`config.mk`:
```
export PLATFORM = sky130hd
export DESIGN_NAME = sram_boundary_scan_tap
export DESIGN_NICKNAME = d
export VERILOG_FILES = /design/src/inc/tap_pkg.sv /design/src/hw/sram_boundary_scan_tap.sv
export SDC_FILE = /design/constraint.sdc
export NUM_CORES = 1
export LEC_CHECK = 0
export ABC_AREA = 0
export BUFFER_PORTS_ARGS = -buffer_cell sky130_fd_sc_hd__buf_2
export CORE_MARGIN = 3
export CORE_UTILIZATION = 56
export DETAILED_ROUTE_END_ITERATION = 12
export PLACE_DENSITY = 0.79
export SETUP_SLACK_MARGIN = 0.02
export SYNTH_ARGS = -nofsm -noshare
export SYNTH_HDL_FRONTEND = slang
export SYNTH_SLANG_ARGS = --single-unit
export TNS_END_PERCENT = 10
```
`constraint.sdc`:
```
create_clock -name mclk -period 2.3 [get_ports mclk]
set_clock_uncertainty 0.2 [all_clocks]
set_input_delay 0.23 -clock mclk [delete_from_list [all_inputs] [get_ports mclk]]
set_output_delay 0.23 -clock mclk [all_outputs]
set_load 0.05 [all_outputs]
```
`src/inc/tap_pkg.sv`:
```
package tap_pkg;

   // Test port pins as seen at the pads
   typedef struct packed {
      logic tck;
      logic tms;
      logic tdi;
   } tap_in_type;

   typedef struct packed {
      logic tdo;
      logic tdo_oe;
   } tap_out_type;

   // Register widths
   localparam int IR_W  = 3;
   localparam int ID_W  = 32;
   localparam int BSR_W = 64;

   // Instruction codes
   localparam logic [IR_W-1:0] OP_EXTEST  = 3'h0;
   localparam logic [IR_W-1:0] OP_IDCODE  = 3'h1;
   localparam logic [IR_W-1:0] OP_SAMPLEZ = 3'h2;
   localparam logic [IR_W-1:0] OP_RSVD_A  = 3'h3;
   localparam logic [IR_W-1:0] OP_SAMPLE  = 3'h4;
   localparam logic [IR_W-1:0] OP_RSVD_B  = 3'h5;
   localparam logic [IR_W-1:0] OP_RSVD_C  = 3'h6;
   localparam logic [IR_W-1:0] OP_BYPASS  = 3'h7;

   // Fixed pattern loaded in Capture-IR
   localparam logic [IR_W-1:0] IR_CAPTURE = 3'h1;

   // Identification value; this value is arbitrary
   localparam logic [ID_W-1:0] ID_VALUE = 32'h1234_5679;

   // Cell that gates the output data bus under EXTEST
   localparam int OE_CELL = 47;

   // Reset values
   localparam logic [BSR_W-1:0] BSR_RESET = 64'h0;
   localparam logic [ID_W-1:0]  ID_RESET  = 32'h0;
   localparam logic             PIN_PULL  = 1'b1;

   // Test controller states
   typedef enum logic [3:0] {
      ST_RESET, ST_IDLE,
      ST_SEL_DR, ST_CAP_DR, ST_SH_DR, ST_EX1_DR,
      ST_PAU_DR, ST_EX2_DR, ST_UPD_DR,
      ST_SEL_IR, ST_CAP_IR, ST_SH_IR, ST_EX1_IR,
      ST_PAU_IR, ST_EX2_IR, ST_UPD_IR
   } tap_state_type;

endpackage

```
`src/hw/sram_boundary_scan_tap.sv`:
```
// Summary of operation
// - Inputs taken on test clock rise, serial output changed on its fall.
// - Mode select steers controller each rise; floating pin reads high.
// - Serial data enters register MSB; serial output comes from LSB.
// - Serial output driven only in shift states, undriven otherwise.
// - Five rises with mode select high always reach the reset state.
// - Port reset leaves memory operation untouched, accepted any time.
// - Power-up reset leaves serial output undriven and memory undisturbed.
// - Exactly one data register sits in the path, chosen by instruction.
// - Three-bit instruction register loaded serially in its shift state.
// - Identification instruction loaded at power up and in reset state.
// - Capture-IR loads binary 01 into two low instruction bits.
// - One-bit bypass register cleared in Capture-DR while bypass is selected.
// - Capture-DR snapshots pin ring; Shift-DR shifts boundary register.
// - Pin ring captured under extest, sample/preload and float-sample.
// - Chain holds spare cells for unconnected pins besides bump cells.
// - Identification instruction captures fixed 32-bit code and shifts it.
// - Shifted instruction takes effect only through Update-IR.
// - Float-sample selects boundary register and floats output bus.
// - Under extest cell 47 enables output bus; preset low at reset.
// - Extest drives preloaded cells onto pins, boundary register shifts.
`timescale 1ns/1ns
module sram_boundary_scan_tap #(
   parameter int BSR_LEN = tap_pkg::BSR_W
) (
   input  wire logic                 mclk,
   input  wire logic                 rstn,
   input  wire tap_pkg::tap_in_type  tap_in,
   output tap_pkg::tap_out_type      tap_out,
   input  wire logic [BSR_LEN-1:0]   ring_in,
   output logic      [BSR_LEN-1:0]   ring_out,
   output logic                      ring_drive,
   output logic                      q_bus_oe
);
   import tap_pkg::*;

   tap_state_type        state;
   tap_state_type        next_state;
   logic                 tck_s1;
   logic                 tck_s2;
   logic                 tck_prev;
   logic                 tms_s1;
   logic                 tms_s2;
   logic                 tdi_s1;
   logic                 tdi_s2;
   logic                 rise;
   logic                 fall;
   logic [IR_W-1:0]      ir_shift;
   logic [IR_W-1:0]      ir;
   logic                 bypass;
   logic [ID_W-1:0]      id_shift;
   logic [BSR_LEN-1:0]   bsr_shift;
   logic [BSR_LEN-1:0]   bsr_latch;
   logic                 sel_bsr;
   logic                 sel_id;
   logic                 dr_lsb;
   logic                 tdo;
   logic                 tdo_oe;

   // Pad synchronisers; mode select and data rest at pull-up level
   always_ff @(posedge mclk) begin
      if (!rstn) begin
         tck_s1 <= 1'b0;
         tck_s2 <= 1'b0;
         tck_prev <= 1'b0;
      end else begin
         tck_s1 <= tap_in.tck;
         tck_s2 <= tck_s1;
         tck_prev <= tck_s2;
      end
   end

   always_ff @(posedge mclk) begin
      if (!rstn) begin
         tms_s1 <= PIN_PULL;
         tms_s2 <= PIN_PULL;
         tdi_s1 <= PIN_PULL;
         tdi_s2 <= PIN_PULL;
      end else begin
         tms_s1 <= tap_in.tms;
         tms_s2 <= tms_s1;
         tdi_s1 <= tap_in.tdi;
         tdi_s2 <= tdi_s1;
      end
   end

   // Test clock edges found from synchronised samples
   // A test clock phase shorter than one system clock can be missed
   assign rise = tck_s2 & ~tck_prev;
   assign fall = ~tck_s2 & tck_prev;

   // Controller next state from mode select
   always_comb begin
      next_state = state;
      unique case (state)
         ST_RESET: begin
            if (tms_s2)
               next_state = ST_RESET;
            else
               next_state = ST_IDLE;
         end
         ST_IDLE: begin
            if (tms_s2)
               next_state = ST_SEL_DR;
            else
               next_state = ST_IDLE;
         end
         ST_SEL_DR: begin
            if (tms_s2)
               next_state = ST_SEL_IR;
            else
               next_state = ST_CAP_DR;
         end
         ST_CAP_DR: begin
            if (tms_s2)
               next_state = ST_EX1_DR;
            else
               next_state = ST_SH_DR;
         end
         ST_SH_DR: begin
            if (tms_s2)
               next_state = ST_EX1_DR;
            else
               next_state = ST_SH_DR;
         end
         ST_EX1_DR: begin
            if (tms_s2)
               next_state = ST_UPD_DR;
            else
               next_state = ST_PAU_DR;
         end
         ST_PAU_DR: begin
            if (tms_s2)
               next_state = ST_EX2_DR;
            else
               next_state = ST_PAU_DR;
         end
         ST_EX2_DR: begin
            if (tms_s2)
               next_state = ST_UPD_DR;
            else
               next_state = ST_SH_DR;
         end
         ST_UPD_DR: begin
            if (tms_s2)
               next_state = ST_SEL_DR;
            else
               next_state = ST_IDLE;
         end
         ST_SEL_IR: begin
            if (tms_s2)
               next_state = ST_RESET;
            else
               next_state = ST_CAP_IR;
         end
         ST_CAP_IR: begin
            if (tms_s2)
               next_state = ST_EX1_IR;
            else
               next_state = ST_SH_IR;
         end
         ST_SH_IR: begin
            if (tms_s2)
               next_state = ST_EX1_IR;
            else
               next_state = ST_SH_IR;
         end
         ST_EX1_IR: begin
            if (tms_s2)
               next_state = ST_UPD_IR;
            else
               next_state = ST_PAU_IR;
         end
         ST_PAU_IR: begin
            if (tms_s2)
               next_state = ST_EX2_IR;
            else
               next_state = ST_PAU_IR;
         end
         ST_EX2_IR: begin
            if (tms_s2)
               next_state = ST_UPD_IR;
            else
               next_state = ST_SH_IR;
         end
         ST_UPD_IR: begin
            if (tms_s2)
               next_state = ST_SEL_DR;
            else
               next_state = ST_IDLE;
         end
      endcase
   end

   // Controller state, advanced once per test clock rise
   always_ff @(posedge mclk) begin
      if (!rstn)
         state <= ST_RESET;
      else if (rise)
         state <= next_state;
   end

   // Instruction shift stage
   always_ff @(posedge mclk) begin
      if (!rstn)
         ir_shift <= OP_IDCODE;
      else if (rise) begin
         if (state == ST_CAP_IR)
            ir_shift <= IR_CAPTURE;
         else if (state == ST_SH_IR)
            ir_shift <= {tdi_s2, ir_shift[IR_W-1:1]};
      end
   end

   // Current instruction changes only at Update-IR or on entry to reset;
   // reloading on entry keeps the identification code in place even if
   // the test clock stops while the controller sits in reset
   always_ff @(posedge mclk) begin
      if (!rstn)
         ir <= OP_IDCODE;
      else if (rise) begin
         if (next_state == ST_RESET)
            ir <= OP_IDCODE;
         else if (state == ST_UPD_IR)
            ir <= ir_shift;
      end
   end

   // Data register selection; reserved codes fall back to bypass
   always_comb begin
      sel_bsr = 1'b0;
      sel_id = 1'b0;
      unique case (ir)
         OP_EXTEST,
         OP_SAMPLEZ,
         OP_SAMPLE: sel_bsr = 1'b1;
         OP_IDCODE: sel_id = 1'b1;
         OP_BYPASS,
         OP_RSVD_A,
         OP_RSVD_B,
         OP_RSVD_C: sel_id = 1'b0;
      endcase
   end

   // Bypass cell
   // Captures zero so a board test sees a known first bit
   always_ff @(posedge mclk) begin
      if (!rstn)
         bypass <= 1'b0;
      else if (rise && !sel_bsr && !sel_id) begin
         if (state == ST_CAP_DR)
            bypass <= 1'b0;
         else if (state == ST_SH_DR)
            bypass <= tdi_s2;
      end
   end

   // Identification register
   always_ff @(posedge mclk) begin
      if (!rstn)
         id_shift <= ID_RESET;
      else if (rise && sel_id) begin
         if (state == ST_CAP_DR)
            id_shift <= ID_VALUE;
         else if (state == ST_SH_DR)
            id_shift <= {tdi_s2, id_shift[ID_W-1:1]};
      end
   end

   // Boundary shift stage, spare cells included in the length
   always_ff @(posedge mclk) begin
      if (!rstn)
         bsr_shift <= BSR_LEN'(BSR_RESET);
      else if (rise && sel_bsr) begin
         if (state == ST_CAP_DR)
            bsr_shift <= ring_in;
         else if (state == ST_SH_DR)
            bsr_shift <= {tdi_s2, bsr_shift[BSR_LEN-1:1]};
      end
   end

   // Preload latch; entering reset presets the bus-enable cell low, so a
   // controller that parks in reset never leaves a stale test pattern
   always_ff @(posedge mclk) begin
      if (!rstn)
         bsr_latch <= BSR_LEN'(BSR_RESET);
      else if (rise) begin
         if (next_state == ST_RESET)
            bsr_latch <= BSR_LEN'(BSR_RESET);
         else if (state == ST_UPD_DR && sel_bsr)
            bsr_latch <= bsr_shift;
      end
   end

   // Pin control; normal operation whenever not in a test mode
   // Outputs follow the instruction, so they move only after a test clock rise
   always_ff @(posedge mclk) begin
      if (!rstn) begin
         ring_out <= BSR_LEN'(BSR_RESET);
         ring_drive <= 1'b0;
         q_bus_oe <= 1'b1;
      end else begin
         ring_out <= bsr_latch;
         ring_drive <= (ir == OP_EXTEST);
         if (ir == OP_EXTEST)
            q_bus_oe <= bsr_latch[OE_CELL];
         else if (ir == OP_SAMPLEZ)
            q_bus_oe <= 1'b0;
         else
            q_bus_oe <= 1'b1;
      end
   end

   // LSB of the one selected register
   always_comb begin
      if (state == ST_SH_IR)
         dr_lsb = ir_shift[0];
      else if (sel_bsr)
         dr_lsb = bsr_shift[0];
      else if (sel_id)
         dr_lsb = id_shift[0];
      else
         dr_lsb = bypass;
   end

   // Serial output updated on test clock fall
   // Enable follows the state so the pin floats outside the shift states
   always_ff @(posedge mclk) begin
      if (!rstn) begin
         tdo <= 1'b0;
         tdo_oe <= 1'b0;
      end else if (fall) begin
         tdo <= dr_lsb;
         tdo_oe <= (state == ST_SH_DR) || (state == ST_SH_IR);
      end
   end

   assign tap_out.tdo = tdo;
   assign tap_out.tdo_oe = tdo_oe;

endmodule

```
==> results of run 1 <==
path summary, 6_finish.rpt:
path | depth (start not counted) | startpoint | end | slack (ns)
worst min register to register | 1 | tdi_s1 | tdi_s2 | 0.21
worst max-delay path | 7 | state[2] | bsr_shift[4] | 0.12
worst min-delay path | 1 | tdi_s1 | tdi_s2 | 0.21
worst max register to register | 7 | state[2] | bsr_shift[4] | 0.12
logic make-up (layout without fill, tap and decap cells):
logic type | after synthesis | count (layout) | synth area share (%)
AOI/OAI and AO/OA | 212 | 212 | 18.9
xor gates and xnor gates | 2 | 2 | 0.196
adders and majority gates | 1 | 1 | 0.112
buffers and inverters | 92 | 277 | 5.10
DFF | 246 | 246 | 55.0
muxes | 2 | 2 | 0.224
and+or+nand+nor | 367 | 367 | 20.5
cell usage after synthesis, types with 2 or more instances:
library cell	number	area [sq um]
dfxtp_1	246	4920
nand2_1	141	529
nand3_1	117	586
and2_1	67	419
a22o_1	64	561
o211a_1	64	641
clkbuf_1	47	176
o21ai_1	32	160
o21ai_0	25	125
buf_2	17	85.1
buf_4	10	75.1
a21oi_1	9	45.0
buf_6	7	78.8
nand2b_1	7	43.8
nor2b_1	7	43.8
buf_1	6	22.5
inv_1	5	18.8
a21boi_0	4	30.0
nor2_1	4	15.0
nor3_1	4	20.0
or3b_2	3	26.3
a211oi_1	2	15.0
mux2i_1	2	20.0
nand4_1	2	12.5
nor4b_1	2	17.5
or3_1	2	12.5
xnor2_1	2	17.5
sequential cells by signal, summed over array words and instances, names as in the netlist, 3 cells and up:
register   flops
id_shift      32
state          4
bsr_shift     64
ir_shift       3
bsr_latch     64
ring_out      64
ir             3
critical path, stage by stage, from the launching register on:
cell	delay (ns)
dfxtp_1	0.30
buf_4	0.19
nand3b_1	0.26
a2111oi_4	0.37
buf_4	0.21
clkbuf_16	0.23
nand3_1	0.12
o211a_1	0.15
layer usage:
layer  vias up  global-route usage (%)  wire [um]
li1       3585                       -          -
met1      3439                    30.8       9530
met2       239                    37.7      10000
met3        46                    3.99       1110
met4         0                    6.47        558
met5         -                       0          0
timing repair:
item | in CTS | in global routing
hold buffers | 68 | 0
endpoints found under the setup margin | 0 | 37
gates resized for setup | 0 | 2
hold endpoints to repair | 73 | 0
setup buffers | 0 | 1
stage by stage:
step / cells / power, W / worst slack, ns / hold slack, ns / area [sq um]
3_5_place_dp: 1203 / 0.00456 / 0.0883 / 0.193 / 9760
3_3_place_gp: 1203 / 0.00456 / 0.144 / 0.194 / 9760
2_1_floorplan: 922 / 0.00446 / 0.256 / 0.131 / 8950
5_1_grt: 1318 / 0.00885 / 0.0488 / 0.225 / 11300
6_report: 1318 / 0.00860 / 0.121 / 0.209 / 11300
4_1_cts: 1316 / 0.00865 / 0.0209 / 0.208 / 11300
power by group:
part	internal, W	switching, W	total, W	leakage (nW)
combinational	0.000150	0.000138	0.000288	2.78
sequential	0.00427	0.00000413	0.00427	1.98
clock	0.00248	0.00156	0.00404	0.414
area by class of cell:
cell class | instances | share of cell area [%]
well taps | 211 | 2.33
repair buffers | 227 | 14.6
clock inverters | 5 | 0.664
flip-flops and latches | 246 | 43.6
inverters | 5 | 0.166
clock buffers | 40 | 6.74
multi-input cells | 584 | 32.0
==> flow_summary_export.csv, run 1 <==
group,metric,value,unit
synthesis,yosys_warnings,0,
setup_path,path_class,"flip-flop to flip-flop",
synthesis,synth-main-ff-cell,"dfxtp_1",
sta,hold_viol_final,0,
setup_path,crit_fanout,37,
clock_network,cts_tree,"yes",
sta,period_minus_slack,2.18,ns
clock_network,cts_max_level,1,
final_layout,layout-drive-gt1-share,18.6,%
final_layout,final_util,73.3,%
routing,post_drt_via_cell_ratio,5.55,
floorplanning,initial_core_util,58.0,%
routing,wl,21.2,mm
final_layout,seq_area,4920,sq um
setup_path,required,2.49,ns
final_layout,n_antenna_cell,0,
sta,setup_tns,0,ns
sta,rsz0062_at_grt,"no",
final_layout,multiInputGateArea,3610,sq um
routing,drtIter0Drc,580,
synthesis,synthArstFlopShare,0,%
routing,ant_nets,0,
clock_network,ctsLongestPathBuffers,3,
floorplanning,die_area,17500,sq um
final_layout,nFillCells,1071,
clock_network,cts_num_sinks,246,
setup_path,end_kind,"flip-flop",
synthesis,syn_inst,922,
floorplanning,core_area,15400,sq um
global_route,grt_start_max_net_pins,121,
synthesis,synth_seq_area_share,55.0,%
worst_hold_path,hold_class,"flip-flop to flip-flop",
final_layout,layout_common_cells,"246 x dfxtp_1, 141 x nand2_1, 135 x buf_2",
floorplanning,io_pins,137,
final_layout,layout_commonest_cell,"dfxtp_1",
clock_network,cts_buffers,25,
sta,worstMarginPinSlew,0.475,ns
synthesis,synth_area,8950,sq um
synthesis,synth.distinct_cells,51,
sta,final.period_utilization,94.8,%
global_route,grt_first_pass_wirelength,33.9,mm
floorplanning,die_h,132,um
routing,wl_per_cell,16.1,um
synthesis,synth-seq-cells,246,
clock_network,path_clk_slew,0.06,ns
synthesis,syn-num-nets,991,
floorplanning,die_x,132,um
run,drv_cap,0,
place,gp_congestion,0.843,
sta,setup-violations-final,0,
routing,vias,7309,
clock_network,ctsRootBufferMaster,"clkbuf_16",
synthesis,synth_edf_count,0,
power_and_ir_drop,peakVddDrop,776,uV
sta,max_clock_freq,459,MHz
final_layout,nets,1158,
synthesis,avgSynthCellArea,9.71,sq um
global_route,grtUsageTotal,22.7,%
setup_path,cp-start-kind,"flip-flop",
sta,slew_headroom,67.5,%
clock_network,insertion_delay,0.50,ns
routing,drcViolationCount,0,
routing,dr.pass1.iters,5,
place,io_buffers,136,
run_status,outcome,"complete, no violations",
power_and_ir_drop,power.density,761,nW/um^2
power_and_ir_drop,leakagePower,5.17,nW
global_route,grt_overflow,0,
place,hpwl,11.7,mm
global_route,grt_pass1_vias,6799,
floorplanning,rows,45,
setup_path,cp.arrival,2.37,ns
global_route,antenna_found_initial,0,
sta,drv_slew,0,
final_layout,area_growth,26.3,%
Note: power is estimated with default switching activity, not from simulation.
==> inputs of run 2 (changes only) <==
- CTS_CLUSTER_SIZE: default -> 25
- RECOVER_POWER: default -> 50
==> flow_summary_export.csv, run 2 (same netlist as run 1, synthesis figures left out) <==
group,metric,value,unit
power_and_ir_drop,seqPwrFrac,49.7,%
routing,drtIter0Drc,564,
floorplanning,io_pins,137,
sta,worstMarginPinSlew,1.15,ns
setup_path,cp.arrival,2.36,ns
floorplanning,die_h,132,um
sta,setup-violations-final,0,
place,gp_congestion,0.843,
routing,wl,21.4,mm
setup_path,end_kind,"flip-flop",
power_and_ir_drop,power.total,0.00860,W
power_and_ir_drop,internal_power,0.00689,W
setup_path,cp-start-kind,"flip-flop",
power_and_ir_drop,clkPwrFrac,47.0,%
final_layout,multiInputGateArea,3610,sq um
place,io_buffers,136,
floorplanning,die_x,132,um
clock_network,cts_tree,"yes",
setup_path,cp_slowest_cell,"a2111oi_4",
final_layout,n_antenna_cell,0,
power_and_ir_drop,p_comb_share,3.3,%
sta,slew_headroom,23.1,%
final_layout,layout_commonest_cell,"dfxtp_1",
sta,max_clock_freq,459,MHz
final_layout,layout_common_cells,"246 x dfxtp_1, 141 x nand2_1, 117 x nand3_1",
setup_path,crit_fanout,37,
sta,rsz0062_at_grt,"no",
final_layout,nets,1158,
final_layout,area_growth,25.1,%
worst_hold_path,whs_path_depth,1,
sta,period_minus_slack,2.18,ns
setup_path,reg2reg_slack,0.12,ns
floorplanning,initial_core_util,58.0,%
global_route,antenna_found_initial,0,
sta,whs,0.206,ns
worst_hold_path,hold_class,"flip-flop to flip-flop",
worst_hold_path,worstHoldEndpoint,"tdi_s2",
power_and_ir_drop,power.density,768,nW/um^2
sta,timing.final.ws_setup,0.123,ns
routing,dr.pass1.iters,7,
global_route,grtUsageTotal,22.7,%
power_and_ir_drop,leakagePower,4.80,nW
setup_path,crit_top_cell,"buf_4",
setup_path,crit-reg2reg-launch,"state[2]",
global_route,grt_pass1_vias,6799,
power_and_ir_drop,switchingPower,0.00171,W
routing,vias,7317,
setup_path,path_class,"flip-flop to flip-flop",
global_route,grt_overflow,0,
run,drv_cap,0,
place,place_area,9760,sq um
clock_network,ctsRootBufferMaster,"clkbuf_16",
sta,hold_viol_final,0,
sta,final.period_utilization,94.6,%
global_route,grt_first_pass_wirelength,33.9,mm
sta,setup_tns,0,ns
floorplanning,die_area,17500,sq um
power_and_ir_drop,peakVddDrop,783,uV
clock_network,insertion_delay,0.50,ns
final_layout,layout-drive-gt1-share,12.2,%
routing,wl_per_cell,16.2,um
setup_path,r2r-end,"bsr_shift[4]",
clock_network,ctsLongestPathBuffers,3,
floorplanning,rows,45,
setup_path,critPathMaxStageDelay,0.37,ns
worst_hold_path,min_from,"tdi_s1",
routing,drcViolationCount,0,
clock_network,cts_buffers,25,
final_layout,reg_top3,"bsr_latch: 64 flops, bsr_shift: 64 flops, ring_out: 64 flops",
setup_path,crit_family,"buffers and inverters",
routing,ant_nets,0,
run_status,outcome,"complete, no violations",
routing,post_drt_via_cell_ratio,5.55,
final_layout,nFillCells,1119,
global_route,grt_start_max_net_pins,121,
sta,drv_slew,0,
clock_network,cts_num_sinks,246,
setup_path,worst_r2r_path_depth,7,
power_and_ir_drop,switching_share,19.9,%
setup_path,critPathBufInv,3,
clock_network,cts_max_level,1,
final_layout,fin_area,11200,sq um
place,place_ws,0.0883,ns
setup_path,required,2.49,ns
setup_path,crit_chain,"buf_4 -> nand3b_1 -> a2111oi_4 -> buf_4 -> clkbuf_16 -> nand3_1 -> o211a_1",
floorplanning,core_area,15400,sq um
final_layout,seq_area,4920,sq um
place,hpwl,11.7,mm
clock_network,path_clk_slew,0.06,ns
-- run 2: repair_timing --
action	CTS	global route
setup buffers	0	1
hold endpoints to repair	73	0
gates resized for setup	0	2
hold buffers	68	0
setup endpoints to repair	0	37
-- run 2: layout make-up --
cell class	count	area share, %
tap	211	2.36
inverter	5	0.168
multi-input combinational	584	32.3
sequential	246	44.0
timing repair buffer	227	13.8
clock inverter	5	0.670
clock buffer	40	6.80
-- run 2: how the worst max path moves through the flow --
stage | from | endpoint | slack [ns] | cells after the start
2_1_floorplan | ir[1] | id_shift[22] | 0.26 | 7
3_3_place_gp | state[0] | bsr_shift[60] | 0.14 | 5
3_5_place_dp | state[0] | bsr_shift[7] | 0.09 | 5
4_1_cts | state[0] | bsr_shift[4] | 0.02 | 5
5_1_grt | rstn | bsr_latch[16] | 0.03 | 5
6_report | state[2] | bsr_shift[4] | 0.12 | 7
-- run 2: layer usage --
layer	track usage [%]	share of wire (%)	up-vias
met5	0	0	-
met2	37.7	47	262
met1	30.8	45	3429
met3	3.99	5.2	46
met4	6.47	2.6	0
li1	-	-	3580
-- run 2: worst register-to-register path, cell delays in order, from the launching register on --
cell and delay [ns]:
dfxtp_1 0.30, buf_4 0.19, nand3b_1 0.27, a2111oi_4 0.37, buf_4 0.21, clkbuf_16 0.23
nand3_1 0.14, o211a_1 0.15
-- run 2: power by group through the flow --
stage	Sequential (W)	Combinational, W	Clock, W
detailed placement	0.00437	0.000190	0
finish	0.00427	0.000285	0.00405
CTS	0.00427	0.000280	0.00410
global route	0.00427	0.000307	0.00427
floorplan	0.00437	0.0000968	0
global placement	0.00437	0.000189	0
-- run 2: per-stage QoR --
stage,instances,util [%]
2_1_floorplan,922,-
3_3_place_gp,1203,63.3
3_5_place_dp,1203,63.3
4_1_cts,1316,73.1
5_1_grt,1318,72.6
6_report,1318,72.6
